`config.mk`:
```
export PLATFORM = sky130hd
export DESIGN_NAME = adc_scan_interrupt_control
export DESIGN_NICKNAME = d
export VERILOG_FILES = /design/src/verilog/adc_ctrl_pkg.sv /design/src/verilog/channel_pointer.sv /design/src/verilog/adc_scan_interrupt_control.sv
export SDC_FILE = /design/constraint.sdc
export NUM_CORES = 1
export LEC_CHECK = 0
export ABC_CLOCK_PERIOD_IN_PS = 4100
export BUFFER_PORTS_ARGS = -buffer_cell sky130_fd_sc_hd__buf_4
export CAP_MARGIN = 20
export CORE_MARGIN = 2
export CORE_UTILIZATION = 41
export CTS_CLUSTER_SIZE = 14
export DETAILED_ROUTE_END_ITERATION = 12
export GPL_ROUTABILITY_DRIVEN = 0
export SYNTH_ARGS = -nofsm -noshare
export SYNTH_HDL_FRONTEND = slang
export SYNTH_HIERARCHICAL = 1
export SYNTH_SLANG_ARGS = --single-unit
export TNS_END_PERCENT = 10
```
`constraint.sdc`:
```
create_clock -name clock -period 4.1 [get_ports clock]
set_clock_uncertainty 0.1 [all_clocks]
set_input_delay 0.205 -clock clock [delete_from_list [all_inputs] [get_ports clock]]
set_output_delay 0.205 -clock clock [all_outputs]
set_load 0.01 [all_outputs]
```
`src/verilog/adc_ctrl_pkg.sv`:
```
package adc_ctrl_pkg;
	// ==========================
	// register byte offsets
	localparam logic [7:0] OFS_INT = 8'h00;
	localparam logic [7:0] OFS_CTRL = 8'h04;
	localparam logic [7:0] OFS_CHAN_RANGE = 8'h10;
	localparam logic [7:0] OFS_START_CONV = 8'h24;
	localparam logic [7:0] OFS_GAIN0 = 8'h40;
	localparam int GAIN_REGS = 4;
	// ==========================
	// field positions
	localparam int INT_ENABLE_BIT = 0;
	localparam int INT_PENDING_BIT = 1;
	localparam int INT_RELEASE_BIT = 15;
	localparam int CTRL_SE_BIT = 3;
	localparam int CTRL_SCAN_LSB = 8;
	localparam int CTRL_IRQ_LSB = 12;
	localparam int RANGE_START_LSB = 0;
	localparam int RANGE_END_LSB = 8;
	localparam int START_CONV_BIT = 0;
	// ==========================
	// reset values
	localparam logic [15:0] CTRL_RESET = 16'h0000;
	localparam logic [15:0] RANGE_RESET = 16'h0000;
	localparam logic [15:0] GAIN_RESET = 16'h0000;
	// ==========================
	// sizes
	localparam int DATA_W = 16;
	localparam int CHAN_W = 5;
	localparam logic [4:0] DIFF_MASK = 5'h0f;

	typedef enum logic [2:0] {
		SCAN_OFF = 3'b000,
		SCAN_UNI_CONT = 3'b001,
		SCAN_UNI_SINGLE = 3'b010,
		SCAN_BURST_CONT = 3'b011,
		SCAN_BURST_SINGLE = 3'b100,
		SCAN_EXT_ONLY = 3'b101
	} scan_mode_t;

	typedef enum logic [1:0] {
		IRQ_NONE = 2'b00,
		IRQ_PER_CHAN = 2'b01,
		IRQ_PER_GROUP = 2'b10
	} irq_mode_t;

	typedef enum logic [1:0] {
		ST_IDLE = 2'b00,
		ST_RUN = 2'b01,
		ST_FLUSH = 2'b10,
		ST_DRAIN = 2'b11
	} seq_state_t;
endpackage

```
`src/verilog/channel_pointer.sv`:
```
`timescale 1ns/1ps
module channel_pointer
	import adc_ctrl_pkg::*;
(
	// clock and reset
	input wire logic clock,
	input wire logic rst_b,
	// control
	input wire logic load,
	input wire logic advance,
	input wire logic [4:0] start_ch,
	input wire logic [4:0] end_ch,
	input wire logic single_ended,
	input wire logic [63:0] gain_bits,
	// pointer and analog front end
	output logic [4:0] cur_chan,
	output logic at_end,
	output logic [4:0] mux_pos,
	output logic [3:0] mux_neg,
	output logic mux_sense,
	output logic [1:0] gain_sel
);
	logic [4:0] next_cur_chan;

	// differential mode only has 16 channels
	function automatic logic [4:0] clamp_ch(input logic [4:0] ch, input logic se);
		clamp_ch = se ? ch : (ch & DIFF_MASK);
	endfunction

	assign at_end = (cur_chan == clamp_ch(end_ch, single_ended));

	// ==========================
	// pointer
	always_comb begin
		next_cur_chan = cur_chan;
		if (load) begin
			next_cur_chan = clamp_ch(start_ch, single_ended);
		end else if (advance) begin
			// wrap to start so continuous scans cycle round robin
			next_cur_chan = at_end ? clamp_ch(start_ch, single_ended) : cur_chan + 5'h01;
		end
	end

	always_ff @(posedge clock) begin
		if (!rst_b) begin
			cur_chan <= 5'h00;
			mux_pos <= 5'h00;
			mux_neg <= 4'h0;
			mux_sense <= 1'b1;
			gain_sel <= 2'h0;
		end else begin
			cur_chan <= next_cur_chan;
			// a pointer left above 15 by a single-ended scan must not reach the plus mux
			mux_pos <= clamp_ch(next_cur_chan, single_ended);
			mux_neg <= next_cur_chan[3:0];
			mux_sense <= single_ended;
			gain_sel <= gain_bits[{next_cur_chan, 1'b0} +: 2];
		end
	end

	// ==========================
	// checks
	chk_diff_range: assert property (@(posedge clock) disable iff (!rst_b)
		!single_ended && !load |=> mux_pos[4] == 1'b0)
		else $error("differential channel above 15");
	chk_gain_follow: assert property (@(posedge clock) disable iff (!rst_b)
		advance && !load |=> gain_sel == gain_bits[{cur_chan, 1'b0} +: 2])
		else $error("gain does not follow channel");
endmodule

```
`src/verilog/adc_scan_interrupt_control.sv`:
```
`timescale 1ns/1ps
module adc_scan_interrupt_control
	import adc_ctrl_pkg::*;
(
	// clock and reset
	input wire logic clock,
	input wire logic rst_b,
	// register port
	input wire logic reg_wr,
	input wire logic reg_rd,
	input wire logic [7:0] reg_addr,
	input wire logic [15:0] reg_wdata,
	output logic [15:0] reg_rdata,
	// interrupt line, open drain
	output logic inta_o,
	output logic inta_oe,
	// converter
	input wire logic pace_tick,
	input wire logic result_valid,
	input wire logic [15:0] result_data,
	output logic conv_start,
	// analog front end
	output logic [4:0] mux_pos,
	output logic [3:0] mux_neg,
	output logic mux_sense,
	output logic [1:0] gain_sel,
	// mailbox
	output logic mbox_wr,
	output logic [4:0] mbox_chan,
	output logic [15:0] mbox_data,
	output logic [31:0] new_data_set
);
	logic int_enable, next_int_enable;
	logic pending, next_pending;
	logic [15:0] ctrl, next_ctrl;
	logic [15:0] chan_range, next_chan_range;
	logic [15:0] gain [GAIN_REGS];
	logic [15:0] next_gain [GAIN_REGS];
	logic [15:0] next_reg_rdata;
	seq_state_t state, next_state;
	logic started, next_started;
	logic prev_valid, next_prev_valid;
	logic [4:0] conv_chan, next_conv_chan;
	logic [4:0] held_chan, next_held_chan;
	logic next_conv_start, next_mbox_wr;
	logic [4:0] next_mbox_chan;
	logic [15:0] next_mbox_data;
	logic [31:0] next_new_data_set;
	logic [4:0] cur_chan, start_ch, end_ch;
	logic at_end, ptr_load, ptr_advance, single_ended;
	logic release_wr, start_wr, irq_event, last_written;
	scan_mode_t scan_mode;
	irq_mode_t irq_mode;
	logic [63:0] gain_bits;

	function automatic logic hit(input logic [7:0] a, input logic [7:0] ofs);
		hit = (a == ofs);
	endfunction

	assign scan_mode = scan_mode_t'(ctrl[CTRL_SCAN_LSB +: 3]);
	assign irq_mode = irq_mode_t'(ctrl[CTRL_IRQ_LSB +: 2]);
	assign single_ended = ctrl[CTRL_SE_BIT];
	assign start_ch = chan_range[RANGE_START_LSB +: CHAN_W];
	assign end_ch = chan_range[RANGE_END_LSB +: CHAN_W];
	assign release_wr = reg_wr && hit(reg_addr, OFS_INT) && reg_wdata[INT_RELEASE_BIT];
	assign start_wr = reg_wr && hit(reg_addr, OFS_START_CONV) && reg_wdata[START_CONV_BIT];

	// ==========================
	// registers
	genvar gi;
	generate
		for (gi = 0; gi < GAIN_REGS; gi++) begin : g_gain
			assign gain_bits[gi*16 +: 16] = gain[gi];
			always_comb begin
				next_gain[gi] = gain[gi];
				if (reg_wr && hit(reg_addr, OFS_GAIN0 + 8'(gi*4))) begin
					next_gain[gi] = reg_wdata;
				end
			end
			always_ff @(posedge clock) begin
				if (!rst_b) begin
					gain[gi] <= GAIN_RESET;
				end else begin
					gain[gi] <= next_gain[gi];
				end
			end
		end
	endgenerate

	always_comb begin
		next_int_enable = int_enable;
		next_ctrl = ctrl;
		next_chan_range = chan_range;
		next_reg_rdata = reg_rdata;
		if (reg_wr && hit(reg_addr, OFS_INT)) begin
			next_int_enable = reg_wdata[INT_ENABLE_BIT];
		end
		if (reg_wr && hit(reg_addr, OFS_CTRL)) begin
			next_ctrl = reg_wdata;
		end
		if (reg_wr && hit(reg_addr, OFS_CHAN_RANGE)) begin
			next_chan_range = reg_wdata;
		end
		if (reg_rd) begin
			next_reg_rdata = 16'h0000;
			case (reg_addr)
				OFS_INT: begin
					next_reg_rdata[INT_ENABLE_BIT] = int_enable;
					next_reg_rdata[INT_PENDING_BIT] = pending;
				end
				OFS_CTRL: next_reg_rdata = ctrl;
				OFS_CHAN_RANGE: next_reg_rdata = chan_range;
				OFS_GAIN0: next_reg_rdata = gain[0];
				OFS_GAIN0 + 8'h04: next_reg_rdata = gain[1];
				OFS_GAIN0 + 8'h08: next_reg_rdata = gain[2];
				OFS_GAIN0 + 8'h0c: next_reg_rdata = gain[3];
				default: next_reg_rdata = 16'h0000;
			endcase
		end
	end

	always_ff @(posedge clock) begin
		if (!rst_b) begin
			int_enable <= 1'b0;
			ctrl <= CTRL_RESET;
			chan_range <= RANGE_RESET;
			reg_rdata <= 16'h0000;
		end else begin
			int_enable <= next_int_enable;
			ctrl <= next_ctrl;
			chan_range <= next_chan_range;
			reg_rdata <= next_reg_rdata;
		end
	end

	// ==========================
	// scan sequencer
	// results lag one conversion, so each stored word belongs to held_chan
	assign ptr_load = start_wr && scan_mode != SCAN_OFF;
	assign ptr_advance = next_conv_start && state == ST_RUN;
	assign last_written = next_mbox_wr && held_chan == (single_ended ? end_ch : (end_ch & DIFF_MASK));

	always_comb begin
		next_state = state;
		next_started = started;
		next_prev_valid = prev_valid;
		next_conv_chan = conv_chan;
		next_held_chan = held_chan;
		next_conv_start = 1'b0;
		next_mbox_wr = 1'b0;
		next_mbox_chan = mbox_chan;
		next_mbox_data = mbox_data;
		next_new_data_set = 32'h0;
		case (state)
			ST_IDLE: begin
				if (ptr_load) begin
					next_state = ST_RUN;
					// external-trigger mode keeps the stale first word
					next_started = (scan_mode == SCAN_EXT_ONLY);
					next_prev_valid = 1'b0;
				end
			end
			ST_RUN: begin
				if (scan_mode == SCAN_OFF) begin
					next_state = ST_IDLE;
				end else if (pace_tick) begin
					next_conv_start = 1'b1;
					if (at_end && (scan_mode == SCAN_UNI_SINGLE ||
						scan_mode == SCAN_BURST_SINGLE)) begin
						next_state = ST_FLUSH;
					end
				end
			end
			ST_FLUSH: begin
				// one extra convert pulls the last word out of the converter
				if (pace_tick) begin
					next_conv_start = 1'b1;
					next_state = ST_DRAIN;
				end
			end
			ST_DRAIN: begin
				if (result_valid) begin
					next_state = ST_IDLE;
				end
			end
			default: next_state = ST_IDLE;
		endcase
		if (next_conv_start) begin
			next_held_chan = conv_chan;
			next_conv_chan = cur_chan;
			next_prev_valid = started;
			next_started = 1'b1;
		end
		if (result_valid && prev_valid && state != ST_IDLE) begin
			next_mbox_wr = 1'b1;
			next_mbox_chan = held_chan;
			next_mbox_data = result_data;
			next_new_data_set = 32'h1 << held_chan;
		end
	end

	always_ff @(posedge clock) begin
		if (!rst_b) begin
			state <= ST_IDLE;
			started <= 1'b0;
			prev_valid <= 1'b0;
			conv_chan <= 5'h00;
			held_chan <= 5'h00;
			conv_start <= 1'b0;
			mbox_wr <= 1'b0;
			mbox_chan <= 5'h00;
			mbox_data <= 16'h0000;
			new_data_set <= 32'h0;
		end else begin
			state <= next_state;
			started <= next_started;
			prev_valid <= next_prev_valid;
			conv_chan <= next_conv_chan;
			held_chan <= next_held_chan;
			conv_start <= next_conv_start;
			mbox_wr <= next_mbox_wr;
			mbox_chan <= next_mbox_chan;
			mbox_data <= next_mbox_data;
			new_data_set <= next_new_data_set;
		end
	end

	channel_pointer u_ptr (
		.clock(clock),
		.rst_b(rst_b),
		.load(ptr_load),
		.advance(ptr_advance),
		.start_ch(start_ch),
		.end_ch(end_ch),
		.single_ended(single_ended),
		.gain_bits(gain_bits),
		.cur_chan(cur_chan),
		.at_end(at_end),
		.mux_pos(mux_pos),
		.mux_neg(mux_neg),
		.mux_sense(mux_sense),
		.gain_sel(gain_sel)
	);

	// ==========================
	// interrupt
	assign irq_event = int_enable && next_mbox_wr &&
		(irq_mode == IRQ_PER_CHAN || (irq_mode == IRQ_PER_GROUP && last_written));

	always_comb begin
		next_pending = pending;
		if (release_wr) begin
			next_pending = 1'b0;
		end
		// a new event in the release cycle is kept, not lost
		if (irq_event) begin
			next_pending = 1'b1;
		end
	end

	always_ff @(posedge clock) begin
		if (!rst_b) begin
			pending <= 1'b0;
			inta_oe <= 1'b0;
		end else begin
			pending <= next_pending;
			inta_oe <= next_pending;
		end
	end
	assign inta_o = 1'b0;

	// ==========================
	// checks
	chk_chan_irq: assert property (@(posedge clock) disable iff (!rst_b)
		int_enable && irq_mode == IRQ_PER_CHAN && next_mbox_wr |=> inta_oe)
		else $error("per-channel event did not raise the line");
	chk_line_pending: assert property (@(posedge clock) disable iff (!rst_b)
		$rose(pending) |-> $past(int_enable) && inta_oe && !inta_o)
		else $error("line not driven with request");
	chk_release: assert property (@(posedge clock) disable iff (!rst_b)
		release_wr && !irq_event |=> !pending && !inta_oe)
		else $error("release did not drop request");
	chk_enable_gate: assert property (@(posedge clock) disable iff (!rst_b)
		!int_enable && !pending |=> !pending)
		else $error("request raised while disabled");
	chk_group_only: assert property (@(posedge clock) disable iff (!rst_b)
		irq_mode == IRQ_PER_GROUP && !last_written && !pending |=> !pending)
		else $error("group mode raised before last channel");
	chk_no_scan: assert property (@(posedge clock) disable iff (!rst_b)
		state == ST_IDLE && !pending |=> !pending)
		else $error("request without a running scan");
	chk_pending_read: assert property (@(posedge clock) disable iff (!rst_b)
		reg_rd && reg_addr == OFS_INT |=> reg_rdata[INT_PENDING_BIT] == $past(pending))
		else $error("pending bit wrong");
	chk_level_hold: assert property (@(posedge clock) disable iff (!rst_b)
		pending && !release_wr |=> pending)
		else $error("request dropped without release");
	chk_next_chan: assert property (@(posedge clock) disable iff (!rst_b)
		ptr_advance && start_ch != end_ch && !ptr_load |=> cur_chan != $past(cur_chan))
		else $error("pointer did not move after convert");
	chk_new_data: assert property (@(posedge clock) disable iff (!rst_b)
		new_data_set == (mbox_wr ? (32'h1 << mbox_chan) : 32'h0))
		else $error("new-data flag missing");
endmodule

```
-- Word level (Yosys, flattened, before mapping)
Memory sizes are Yosys's and may differ from the RTL's.
Index checks and enable logic that the tools add are counted.
W data, S select, Z words.
- register bits: 136
- RAM bits: 64
- input bits: 46
- output and inout port bits: 85
- logic and storage cells: 120
- memories: 1
- memory list (name ; words ; width ; read ports ; clocked after memory_dff ; wr ports ; RTL line ; text):
    gain ; 4 ; 16 ; 4 ; 0 ; 4 ; adc_scan_interrupt_control.sv:37 ; logic [15:0] gain [GAIN_REGS];
- add/sub/neg operators: 1
- equality and inequality tests: 22
- shift operators: 2
- mux-type cells: 36
- bitwise operators: 4
- reductions and logical operators: 33
- operators by type and width (operator ; number):
    $mux W16 ; 8
    $pmux W14 S6 ; 1
    $shiftx A64 B7 Y2 ; 1
    $eq A8 B7 Y1 const B ; 4
    $shl A1 B5 Y32 const A ; 1
    $mux W5 ; 5
    $logic_and A1 B1 Y1 ; 19
    $pmux W2 S7 ; 1
    $mux W1 ; 13
    $mux W2 ; 6
    $eq A5 B5 Y1 ; 2
    $eq A8 B3 Y1 const B ; 1
    $eq A8 B5 Y1 const B ; 1
    $eq A8 B6 Y1 const B ; 1
    $logic_not A8 Y1 ; 1
    $pmux W2 S4 ; 1
    $reduce_bool A2 Y1 ; 4
    $eq A2 B2 Y1 const B ; 3
    $eq A3 B3 Y1 const B ; 2
    $ne A2 B2 Y1 const B ; 3
    $reduce_and A2 Y1 ; 3
    $add A5 B1 Y5 const B ; 1
    $reduce_and A5 Y1 ; 1
    $eq A2 B1 Y1 const B ; 2
    other kinds (9) ; 13

-- Longest topological paths before layout
- word-level depth: 8
- gate-level depth with buffers: 17
- depth with buffers taken out: 14

-- Cells and area by module
Netlist, hierarchy kept.
- by module, submodules not included (module ; times used ; cells each ; area each (um^2) ; sequential area each (um^2)):
    adc_scan_interrupt_control ; 1 ; 818 ; 7249.5 ; 3663.5
    channel_pointer ; 1 ; 124 ; 1178.6 ; 180.2

-- Worst setup path after synthesis
OpenSTA, ideal clock, no wires.
- kind: flip-flop to flip-flop
- start point: register with a tool-made name
- end point: register u_ptr.gain_sel[0]
- library setup time: 0.124 ns
- data arrival time: 3.039 ns
- data required time: 3.876 ns
- slack: 0.837 ns
- cell stages (with the launch flop): 16
- buffers on the path: 2
- clock period less this slack: 3.263 ns
- cell sequence: dfxtp_1 -> inv_1 -> ha_1 -> inv_1 -> o21bai_1 -> nand3_1 -> clkbuf_1 -> nor2_1 -> inv_1 -> nor2_1 -> a31o_1 -> buf_6 -> mux4_1 -> mux2_2 -> o221ai_1 -> a211oi_1
- RTL lines (element ; RTL line ; text):
    to (signal assigned) ; channel_pointer.sv:57 ; gain_sel <= gain_bits[{next_cur_chan, 1'b0} +: 2];
    to (decl) ; channel_pointer.sv:21 ; output logic [1:0] gain_sel

==> metrics.yaml <==
multiInputGateArea_um2: 4160
dp_hpwl_um: 17500
die_h_um: 147
grt_overflow: 0
synth-seq-cells: 192
antenna_found_initial: 0
clockBufferDepth: 2
power.leakage_nw: 3.80
clkLatencyLatePin_ns: 0.44
yosys.cell_count.top_type: "nand2_1"
syn_area_um2: 8430
period_needed_ns: 3.70
rsz0062_at_grt: "no"
finalNonFillerCells: 1349
worst_ep_arrival_time_ns: 3.92
fillers: 1949
irDropWorstVdd_uv: 299
grt.total_usage_pct: 22.4
synth-async-reset-ratio_pct: 0
final.setup.worst_slack_ns: 0.402
cts_tree: "yes"
critPathMostFrequentCell: "inv_1"
total_power_mw: 3.66
wirelength_um: 24300
outcome: "complete, no violations"
regArea_um2: 3840
synth_flop_cell: "dfxtp_1"
max_freq_ghz: 0.270
yosysWarnings: 6
design_area_um2: 10400
finalHoldViolCount: 0
setup_viol: 0
cts.sinks: 192
hold_depth: 2
drtIter0Drc: 486
cts_made_buffers: 17
clockRootBuffer: "clkbuf_16"
drv_cap: 0
crit_chain: "inv_1, ha_1, inv_1, o21bai_1, nand3_1, nor2_1, inv_1, nor2_1, a31o_1, mux4_1, mux2_2, o221ai_1, a211oi_1"
first_pass_iters: 5
setup_tns_ns: 0
clkSlewWorstSetupHoldPaths_ns: 0.07
grt_pass1_wl_um: 38000
post_cts_buffers: 0
yosysUniqueCellTypes: 64
cp_slowest_cell: "mux4_1"
required_ns: 4.32
vias: 7150
htree_levels: 4
place_ws_ns: 0.480
final_util_pct: 51.3
powerDensity_nw_per_um2: 353
viasPerCell: 5.30
syn-num-nets: 994
pin_count: 131
cp-end-kind: "flop"
row_count: 52
antenna_left: 0
synth-edff-count: 0
whs_ns: 0.0349
reg2reg_depth: 13
critPathLaunchType: "flop"
worstHoldPathType: "input pin to flop"
synth_sequential_area_ratio_pct: 45.6
fin_nets: 1117
netlist_top_cells_area: "dfxtp_1 46%, nand2_1 9.6%, mux2i_1 8.2%"
netlist.area_leader.share_pct: 45.6
crit_fanout: 10
synth_top_area_cell: "dfxtp_1"
start_util_pct: 41.7
drc: 0
cpPeakStageDelay_ns: 0.64
finalCritPeriodShare_pct: 90.2
placed_area_um2: 9470
area_delta_synth_final_pct: 23.2
layout-drive-gt1-share_pct: 19.7
slew_headroom_pct: 42.3
syn_area_per_cell_um2: 8.95
wl_per_cell_um: 18.0
slew_viol_final: 0
synth_cells: 942
numPortBuffers: 129
die_x_um: 147
grt_max_degree: 71
ys_top_cells_by_count: "216 x nand2_1, 192 x dfxtp_1, 97 x nor2_1"
grt_pass1_vias: 6637
core_area_um2: 20200
path_class: "flop to flop"
place_inst: 1282
die_area_um2: 21700
regToRegSetupSlack_ns: 0.40
worst_pin_slew_ns: 0.863
==> cell families (layout without fill, tap and decap cells) <==
group,Yosys count,in the layout,synth area share [%]
flip-flops,192,192,45.6
multiplexers,97,97,15.4
AND/OR/NAND/NOR,375,375,19.2
adder cells (fa/ha/maj),6,6,0.891
XOR/XNOR,10,10,1.04
AO/OA/AOI/OAI,176,176,12.7
buffers and inverters,85,221,5.23
other,1,2,0.0445
==> timing repair <==
action | in CTS | in global routing
hold buffers | 34 | 0
hold endpoints to repair | 111 | 0
gates resized for setup | 0 | 0
==> final cells by class <==
class | instances | share of cell area [%]
Multi-Input combinational cell | 665 | 40.1
Sequential cell | 192 | 37.0
Timing Repair Buffer | 177 | 13.7
Clock buffer | 17 | 4.10
Tap cell | 270 | 3.25
Clock inverter | 15 | 1.41
Inverter | 12 | 0.458
Antenna cell | 1 | 0.0241
==> report_power, final <==
part | switching [mW] | leakage, nW | total (mW) | internal (mW)
clock network | 0.798 | 0.279 | 1.60 | 0.806
registers | 0.00580 | 1.55 | 1.88 | 1.87
logic | 0.102 | 1.97 | 0.181 | 0.0787
==> state kept, by name, indices dropped and copies added (netlist names), named ones only <==
name	cells
u_ptr/mux_sense	1
mbox_chan	5
u_ptr/mux_pos	1
pending	1
mbox_data	16
held_chan	5
reg_rdata	16
conv_chan	5
started	1
u_ptr/cur_chan	5
state	1
int_enable	1
new_data_set	32
mbox_wr	1
ctrl	16
u_ptr/gain_sel	2
chan_range	16
prev_valid	1
gain	64
conv_start	1
==> metal layers <==
layer	track usage, %	share of wire (%)
met5	0	0
met4	6.78	2.4
met3	4.60	4.9
met2	36.7	47
met1	30.1	46
==> cells in the final DEF, fill, tap and decap left out, types with 4 or more instances in the layout <==
cell type | Yosys | final
a21oi_1 | 89 | 89
nor2_1 | 97 | 97
o21ai_0 | 19 | 19
and3_1 | 6 | 6
clkbuf_16 | 0 | 17
nand3_1 | 13 | 13
xnor2_1 | 9 | 9
a31oi_1 | 18 | 18
a22oi_1 | 9 | 9
mux2i_1 | 69 | 69
inv_6 | 0 | 5
nand4_1 | 4 | 4
and2_1 | 4 | 4
dfxtp_1 | 192 | 192
mux4_2 | 15 | 15
clkinv_4 | 0 | 4
mux4_1 | 8 | 8
nand2_1 | 216 | 216
dlygate4sd3_1 | 0 | 34
buf_4 | 15 | 142
inv_1 | 11 | 11
nor3_1 | 5 | 5
nand2b_1 | 5 | 5
mux2_2 | 5 | 5
a22o_1 | 13 | 13
ha_1 | 6 | 6
a211oi_1 | 5 | 5
==> critical path: cells and delay by family, from the launching register on <==
family	cells	cell delay (ns)
AND/OR/NAND/NOR	3	0.64
multiplexers	2	0.92
flip-flops	1	0.34
buffers and inverters	3	0.37
AO/OA/AOI/OAI	4	0.97
adder cells (fa/ha/maj)	1	0.22
==> worst paths after layout <==
kind	from	end
max	flop	u_ptr/gain_sel[1]
max reg2reg	flop	u_ptr/gain_sel[1]
min reg2reg	conv_chan[2]	held_chan[2]
min	rst_b	u_ptr/mux_sense
Power figures use the tool's default switching activity.
